===== config.mk =====
export PLATFORM = sky130hd
export DESIGN_NAME = fpk_panel
export DESIGN_NICKNAME = d
export VERILOG_FILES = /design/src/hw/fpk_pkg.sv /design/src/hw/fpk_panel.sv /design/src/hw/fpk_tick_div.sv
export SDC_FILE = /design/constraint.sdc
export NUM_CORES = 1
export LEC_CHECK = 0
export ABC_AREA = 1
export BUFFER_PORTS_ARGS = -buffer_cell sky130_fd_sc_hd__buf_4
export CORE_MARGIN = 1.5
export CORE_UTILIZATION = 40
export CTS_CLUSTER_DIAMETER = 120
export DETAILED_ROUTE_END_ITERATION = 8
export GPL_TIMING_DRIVEN = 0
export PLACE_DENSITY = 0.69
export SYNTH_ARGS = -nofsm -noshare
export SYNTH_HDL_FRONTEND = slang
export SYNTH_SLANG_ARGS = --single-unit

===== constraint.sdc =====
create_clock -name i_clk_sys -period 4 [get_ports i_clk_sys]
set_input_delay 0.4 -clock i_clk_sys [delete_from_list [all_inputs] [get_ports i_clk_sys]]
set_output_delay 0.4 -clock i_clk_sys [all_outputs]
set_load 0.005 [all_outputs]

===== src/hw/fpk_pkg.sv =====
// Package of constants for the front-panel display and key interface.
package fpk_pkg;
    // ****************************************************************
    // Bus and display geometry
    // ****************************************************************
    localparam int DATA_W = 8;
    localparam int ADDR_W = 4;
    localparam int DIGITS = 9;
    localparam int SEG_W = 8;
    localparam int ANN_W = 16;
    localparam int KEY_W = 8;
    localparam int SW_W = 8;
    localparam int SCAN_W = 4;

    // ****************************************************************
    // Decoded device selects on the address lines
    // ****************************************************************
    localparam logic [3:0] ADR_SEG = 4'h0;
    localparam logic [3:0] ADR_ANN_LO = 4'h1;
    localparam logic [3:0] ADR_ANN_HI = 4'h2;
    localparam logic [3:0] ADR_KEY = 4'h3;
    localparam logic [3:0] ADR_SW = 4'h4;
    localparam logic [3:0] ADR_CAL = 4'h5;

    // ****************************************************************
    // Reset values and the last scan code
    // ****************************************************************
    localparam logic [7:0] SEG_RST = 8'h00;
    localparam logic [15:0] ANN_RST = 16'hFFFF;
    localparam logic [3:0] SCAN_RST = 4'h0;
    localparam logic [3:0] SCAN_LAST = 4'h8;

    // ****************************************************************
    // Timing: processor clock and the divided I/O clock
    // ****************************************************************
    localparam int SYS_CLK_HZ = 100_000_000;
    localparam int CPU_CLK_HZ = 5_000_000;
    localparam int IO_DIV = 4;
    localparam int IO_CLK_HZ = CPU_CLK_HZ / IO_DIV;
    localparam int IO_TICK_CYC = SYS_CLK_HZ / IO_CLK_HZ;
endpackage


===== src/hw/fpk_panel.sv =====
// Front-panel interface: digit scan, annunciator latches, key and switch reads, calibrator.
`timescale 1ns/1ps
// Summary of operation
// - One segment pattern feeds all nine digit positions at once.
// - Scan code decodes to one digit select at a time, stepping in order.
// - Each annunciator has a latch, written by host strobe, held until rewritten.
// - Annunciator drive is low to light, high for dark.
// - Key lines are active low; pressed pulls low.
// - Key read enable drives a low data bit for each pressed key.
// - Rotary switch read through the same read buffer as the keys; closed contact reads low.
// - Host switches the calibrator enable output on and off.
// - All transfers use the eight-bit data bus with decoded address selects.
// - Scan runs from 1.25 MHz I/O clock, the 5 MHz clock divided by four.
module fpk_panel
    import fpk_pkg::*;
#(
    parameter int NDIG = DIGITS,
    parameter int NANN = ANN_W
) (
    input wire logic i_clk_sys,
    input wire logic i_rst,
    input wire logic [ADDR_W-1:0] i_addr,
    input wire logic [DATA_W-1:0] i_data,
    input wire logic i_wr_stb,
    input wire logic i_rd_stb,
    input wire logic [KEY_W-1:0] i_key_n,
    input wire logic [SW_W-1:0] i_sw_n,
    output logic [DATA_W-1:0] o_data,
    output logic o_data_oe_n,
    output logic [SEG_W-1:0] o_seg,
    output logic [SCAN_W-1:0] o_scan,
    output logic [NDIG-1:0] o_digit_sel,
    output logic [NANN-1:0] o_ann_n,
    output logic o_cal_en
);
    // ****************************************************************
    // Helper: one-hot decode of a scan code
    // ****************************************************************
    function automatic logic [NDIG-1:0] dig_decode(input logic [SCAN_W-1:0] code);
        logic [NDIG-1:0] v;
        v = '0;
        for (int i = 0; i < NDIG; i++) begin
            if (code == SCAN_W'(i)) begin
                v[i] = 1'b1;
            end
        end
        return v;
    endfunction

    // ****************************************************************
    // Address decode of host strobes
    // ****************************************************************
    wire wr_seg = i_wr_stb && (i_addr == ADR_SEG);
    wire wr_ann_lo = i_wr_stb && (i_addr == ADR_ANN_LO);
    wire wr_ann_hi = i_wr_stb && (i_addr == ADR_ANN_HI);
    wire wr_cal = i_wr_stb && (i_addr == ADR_CAL);
    wire rd_key = i_rd_stb && (i_addr == ADR_KEY);
    wire rd_sw = i_rd_stb && (i_addr == ADR_SW);
    wire rd_any = rd_key || rd_sw;

    // ****************************************************************
    // Registers
    // ****************************************************************
    logic [SEG_W-1:0] seg_reg;
    logic [NANN-1:0] ann_reg;
    logic cal_reg;
    logic [SCAN_W-1:0] scan_reg;
    logic [SCAN_W-1:0] scan_next;
    logic [NDIG-1:0] dsel_reg;
    logic [DATA_W-1:0] dout_reg;
    logic [DATA_W-1:0] dout_next;
    logic oe_n_reg;
    logic io_tick;

    // I/O clock enable, 1.25 MHz derived by dividing down.
    fpk_tick_div #(
        .DIV(IO_TICK_CYC)
    ) u_div (
        .i_clk_sys(i_clk_sys),
        .i_rst(i_rst),
        .o_tick(io_tick)
    );

    // Scan step with wrap after the last digit.
    assign scan_next = (scan_reg == SCAN_W'(NDIG - 1)) ? SCAN_RST
                                                      : scan_reg + SCAN_W'(1);

    // Read data: the open-collector style buffers pass the lines as is, so
    // a pressed key or closed contact shows as a low bit.
    assign dout_next = rd_key ? i_key_n : (rd_sw ? i_sw_n : dout_reg);

    // Host-written latches; each holds its value until rewritten.
    always_ff @(posedge i_clk_sys) begin
        if (i_rst) begin
            seg_reg <= SEG_RST;
            ann_reg <= ANN_RST[NANN-1:0];
            cal_reg <= 1'b0;
        end else begin
            if (wr_seg) begin
                seg_reg <= i_data;
            end
            if (wr_ann_lo) begin
                ann_reg[7:0] <= i_data;
            end
            if (wr_ann_hi) begin
                ann_reg[NANN-1:8] <= i_data[NANN-9:0];
            end
            if (wr_cal) begin
                cal_reg <= i_data[0];
            end
        end
    end

    // Scan counter and registered digit select, stepped on the I/O tick.
    always_ff @(posedge i_clk_sys) begin
        if (i_rst) begin
            scan_reg <= SCAN_RST;
            dsel_reg <= '0;
        end else if (io_tick) begin
            scan_reg <= scan_next;
            dsel_reg <= dig_decode(scan_next);
        end
    end

    // Read buffer: driven only for the cycle after a read strobe, so the
    // bus is released promptly and never fights the host.
    always_ff @(posedge i_clk_sys) begin
        if (i_rst) begin
            dout_reg <= '1;
            oe_n_reg <= 1'b1;
        end else begin
            dout_reg <= dout_next;
            oe_n_reg <= !rd_any;
        end
    end

    // Outputs straight from flip-flops.
    assign o_seg = seg_reg;
    assign o_scan = scan_reg;
    assign o_digit_sel = dsel_reg;
    assign o_ann_n = ann_reg;
    assign o_cal_en = cal_reg;
    assign o_data = dout_reg;
    assign o_data_oe_n = oe_n_reg;

    // ****************************************************************
    // Checking aids: cycles since the last I/O tick
    // ****************************************************************
    // The first tick after reset comes one cycle late because the divider
    // registers its pulse, so the spacing is only judged once a tick has
    // been seen.
    localparam logic [7:0] TICK_GAP_LAST = 8'(IO_TICK_CYC - 1);
    logic [7:0] tick_gap_reg;
    logic tick_seen_reg;

    // Gap counter cleared on every tick; it feeds only the checks below.
    always_ff @(posedge i_clk_sys) begin
        if (i_rst) begin
            tick_gap_reg <= 8'h00;
            tick_seen_reg <= 1'b0;
        end else if (io_tick) begin
            tick_gap_reg <= 8'h00;
            tick_seen_reg <= 1'b1;
        end else begin
            tick_gap_reg <= tick_gap_reg + 8'h01;
        end
    end

    // ****************************************************************
    // Assertions
    // ****************************************************************
    AST_ONEHOT: assert property (@(posedge i_clk_sys) disable iff (i_rst)
        $countones(o_digit_sel) <= 1)
        else $error("More than one digit selected.");
    AST_WRAP: assert property (@(posedge i_clk_sys) disable iff (i_rst)
        (io_tick && scan_reg == SCAN_LAST) |=> (scan_reg == SCAN_RST))
        else $error("Scan did not wrap to the first digit.");
    AST_TICK: assert property (@(posedge i_clk_sys) disable iff (i_rst)
        (io_tick && tick_seen_reg) |-> (tick_gap_reg == TICK_GAP_LAST))
        else $error("I/O tick came early.");
    AST_TICK_LATE: assert property (@(posedge i_clk_sys) disable iff (i_rst)
        (!io_tick && tick_seen_reg) |-> (tick_gap_reg < TICK_GAP_LAST))
        else $error("I/O tick is missing.");
    AST_SELMATCH: assert property (@(posedge i_clk_sys) disable iff (i_rst)
        io_tick |=> (o_digit_sel == dig_decode(o_scan)))
        else $error("Digit select does not follow scan code.");
    AST_ANNHOLD: assert property (@(posedge i_clk_sys) disable iff (i_rst)
        !(wr_ann_lo || wr_ann_hi) |=> $stable(o_ann_n))
        else $error("Annunciator latch changed without a write.");
    AST_ANNWR: assert property (@(posedge i_clk_sys) disable iff (i_rst)
        wr_ann_lo |=> (o_ann_n[7:0] == $past(i_data)))
        else $error("Annunciator drive does not match written data.");
    AST_KEYRD: assert property (@(posedge i_clk_sys) disable iff (i_rst)
        rd_key |=> (!o_data_oe_n && o_data == $past(i_key_n)))
        else $error("Key read does not return key lines.");
    AST_SWRD: assert property (@(posedge i_clk_sys) disable iff (i_rst)
        rd_sw |=> (!o_data_oe_n && o_data == $past(i_sw_n)))
        else $error("Switch read does not return contact lines.");
    AST_CAL: assert property (@(posedge i_clk_sys) disable iff (i_rst)
        wr_cal |=> (o_cal_en == $past(i_data[0])))
        else $error("Calibrator enable does not follow host write.");
    AST_SEG: assert property (@(posedge i_clk_sys) disable iff (i_rst)
        wr_seg ##1 !wr_seg [*2] |-> (o_seg == $past(i_data, 2)))
        else $error("Segment pattern not held after write.");

    // Latches and buffers move only when the host addresses them; a hold
    // check catches a decode that lets a strobe leak to the wrong target.
    AST_ANNWR_HI: assert property (@(posedge i_clk_sys) disable iff (i_rst)
        wr_ann_hi |=> (o_ann_n[NANN-1:8] == $past(i_data[NANN-9:0])))
        else $error("Upper annunciator drive does not match written data.");
    AST_SEGHOLD: assert property (@(posedge i_clk_sys) disable iff (i_rst)
        !wr_seg |=> $stable(o_seg))
        else $error("Segment pattern changed without a write.");
    AST_CALHOLD: assert property (@(posedge i_clk_sys) disable iff (i_rst)
        !wr_cal |=> $stable(o_cal_en))
        else $error("Calibrator enable changed without a write.");
    AST_RDIDLE: assert property (@(posedge i_clk_sys) disable iff (i_rst)
        !rd_any |=> o_data_oe_n)
        else $error("Read buffer enabled without a read.");
    AST_DATAHOLD: assert property (@(posedge i_clk_sys) disable iff (i_rst)
        !rd_any |=> $stable(o_data))
        else $error("Read data changed without a read.");

    // Scan: hold between ticks, step by one, and one digit lit once running.
    AST_SCANHOLD: assert property (@(posedge i_clk_sys) disable iff (i_rst)
        !io_tick |=> ($stable(o_scan) && $stable(o_digit_sel)))
        else $error("Scan moved between ticks.");
    AST_SCANSTEP: assert property (@(posedge i_clk_sys) disable iff (i_rst)
        (io_tick && (o_scan != SCAN_LAST)) |=> (o_scan == $past(o_scan) + SCAN_W'(1)))
        else $error("Scan did not step to the next digit.");
    AST_SELONE: assert property (@(posedge i_clk_sys) disable iff (i_rst)
        tick_seen_reg |-> ($countones(o_digit_sel) == 1))
        else $error("Running scan does not select exactly one digit.");
endmodule


===== src/hw/fpk_tick_div.sv =====
// Divider that makes the one-cycle I/O clock enable for the scan logic.
`timescale 1ns/1ps
module fpk_tick_div
    import fpk_pkg::*;
#(
    parameter int DIV = IO_TICK_CYC
) (
    input wire logic i_clk_sys,
    input wire logic i_rst,
    output logic o_tick
);
    localparam int CW = $clog2(DIV);
    localparam logic [CW-1:0] TOP = CW'(DIV - 1);

    logic [CW-1:0] cnt_reg;
    logic [CW-1:0] cnt_next;
    logic tick_reg;
    wire at_top = (cnt_reg == TOP);

    // Free-running count; the pulse is one system cycle per I/O period.
    assign cnt_next = at_top ? '0 : cnt_reg + CW'(1);

    // Counter and registered tick.
    always_ff @(posedge i_clk_sys) begin
        if (i_rst) begin
            cnt_reg <= '0;
            tick_reg <= 1'b0;
        end else begin
            cnt_reg <= cnt_next;
            tick_reg <= at_top;
        end
    end

    assign o_tick = tick_reg;
endmodule


==> metrics <==
status completed; Post-Synth Adder-Cell Area 0.0270; IO Count 79; Slew Limit Fails 0; min-delay worst type in -> reg; sequential power share 0.578; Max stage delay cell, worst path dfxtp_1; Post-Syn Area 2310 µm²; Syn Nets around 350; vias in the first global route 2,027; Sw Ratio 0.222; largest family of logic cells by synthesized area simple AND/OR/NAND/NOR gates; total gr overflow 0; setup TNS 0 ps; DR vias 2,255; clock skew 1.40 ps; clock-pin slew on the worst setup and hold paths 90 ps; pin count of the biggest net entering global routing 16; clock share of power 0.333; nets between 400 and 500; height of the die 79.1 µm; setup ws final 2230 ps; post-synthesis cell type count 25; fmax 564 MHz; commonest non-fill, non-tap cell in the layout nand2_1; H-tree depth reported by CTS 2; Seq/Total Area, Yosys 0.476; Largest delay share family, worst path simple AND/OR/NAND/NOR gates; layout cells sized above 1 0.256; Setup violations, final 0; grt peak-use layer met2; remaining max-slew budget at the tightest pin 0.681; global routing met1 resource utilization 0.225; Yosys warning count 0; required time worst endpoint ~4200 ps; GP Congestion around 0.90; PostCTS Resize Cnt 0; min cycle time layout 1770 ps; #FFs+latches synth 55; Placeable Area 5540 µm²; clock tree buffer depth 2; maxcap violations 0; Critical Path End Type register; reg-to-reg slack, setup around 2200 ps; Via-to-Cell Ratio 4.80; Clock Latency Late Sink 300 ps; Comb pwr share 0.089; Row Count 27; CP max stage delay 480 ps; crit-path max FO 7; Min Hold Slack 310 ps; max reg flops 16; Root Driver clkbuf_8; Pre-antenna DRT Iters 4; initial antenna violation count 0; routing usage on met2 0.303; Final Hold Viols 0; fillers approximately 570; post-place setup slack about 2300 ps; Internal Pwr Total about 0.00076 W; Port Buf Inserts 78; cts hold-fix bufs 0; CTS tree yes; syn avg cell area ~7.4 µm²; Setup Buffers After CTS 0; pwr dens 316 nW/µm²; Total Routing Usage GR 0.179; first-pass GRT wire length roughly 9000 µm; Worst EP arrival 2010 ps; Final Cycle Share 0.443; Max IR drop VDD ~0.15 mV; XOR/XNOR share of the synthesized area 0.00757; WP buf/inv 1; number of antenna diodes 0; Post-DRT Antenna Nets 0; NetSw 0.000217 W; Starting DRT DRC Count 96; worst-margin pin slew 475 ps; # clock sinks 55; most frequent cells in the layout nand2_1, buf_4, dfxtp_1; wire length per cell 11.6 µm; DRC 0; startpoint types register; Synth Area in Compound Gates 0.0962; mux cell area share after synthesis 0; CP Cell Sequence inv_1, ha_1, nand3_1, nand3_2, nor2_1, nand2_1, a21oi_1; Util after Layout 0.558; met3 Use GR 0.0402; Die Wd 79.1 µm; Initial Util 0.418; RSZ-0062 raised after global routing no; Die Area 6250 µm²; area grow syn2layout 33.5%; CP Class reg -> reg; placed cell count 462; cell count after synthesis 312; Non-Filler Instances 470; Simple-Gate Fraction of Synth Area 0.317; CTS Buf Count 5; Leakage Power 1.49 nW; post-DP HPWL roughly 4200 µm; DRT Wirelength 5450 µm
-- layout make-up --
class	instances	area, µm²	area share
sequential	55	1100	0.356
multi-input combinational	213	1040	0.335
timing repair buffer	78	586	0.189
inverter	35	131	0.0425
clock buffer	8	100	0.0324
tap	72	90.1	0.0291
buffer	9	46.3	0.0150
-- per-layer routing --
layer	routed length, µm	share of wire	up-vias
met3	267	0.049	7
met5	0	0	-
met1	2540	0.47	1028
met4	59	0.011	0
met2	2580	0.47	48
li1	-	-	1172
-- tightest hold or removal path: stages --
cell	delay [ps]
buf_4	80
o21ai_1	60
nand2_1	50
-- power groups by stage --
stage	registers, W	logic, W	clock network [W]
after CTS	0.000564	0.0000880	0.000332
after floorplan	0.000577	0.0000363	0
after global placement	0.000577	0.0000867	0
after global routing	0.000565	0.0000975	0.000359
after detailed placement	0.000577	0.0000878	0
final	0.000564	0.0000873	0.000325
-- stage by stage --
stage | area [µm²] | total power, W
floorplan | 2310 | 0.000613
finish | 3090 | 0.000976
global placement | 2990 | 0.000663
CTS | 3090 | 0.000984
global route | 3090 | 0.00102
detailed placement | 2990 | 0.000665
-- cell usage after synthesis --
cell / number / area, µm²
nand2_1: 90 / 338
dfxtp_1: 55 / 1100
nand3_1: 42 / 210
inv_1: 31 / 116
a21oi_1: 23 / 115
nor2_1: 16 / 60.1
o21ai_1: 15 / 75.1
ha_1: 5 / 62.6
o21ai_0: 5 / 25.0
buf_2: 4 / 20.0
clkbuf_1: 4 / 15.0
inv_2: 4 / 15.0
nor3_1: 4 / 20.0
nor2_4: 2 / 22.5
xnor2_1: 2 / 17.5
a211oi_1: 1 / 7.51
buf_6: 1 / 11.3
nand3_2: 1 / 10.0
nand3_4: 1 / 17.5
nand4_1: 1 / 6.26
nand4_2: 1 / 12.5
nor2_2: 1 / 6.26
nor3_4: 1 / 16.3
nor3b_1: 1 / 7.51
or2_2: 1 / 6.26
-- logic make-up (layout without fill, tap and decap cells) --
kind of cell / Yosys count / in the layout
AOI/OAI and AO/OA: 44 / 44
and+or+nand+nor: 162 / 162
DFF: 55 / 55
adders and majority gates: 5 / 5
buffers and inverters: 44 / 130
xor gates and xnor gates: 2 / 2
-- path summary, 6_finish.rpt --
kind / start / end / cells after the start
min: i_key_n[0] / o_data[0] / 3
min reg2reg: u_div.cnt_reg[0] / u_div.cnt_reg[0] / 1
max: o_scan[0] / o_digit_sel[5] / 7
max reg2reg: o_scan[0] / o_digit_sel[5] / 7
Power figures use the tool's default switching activity.
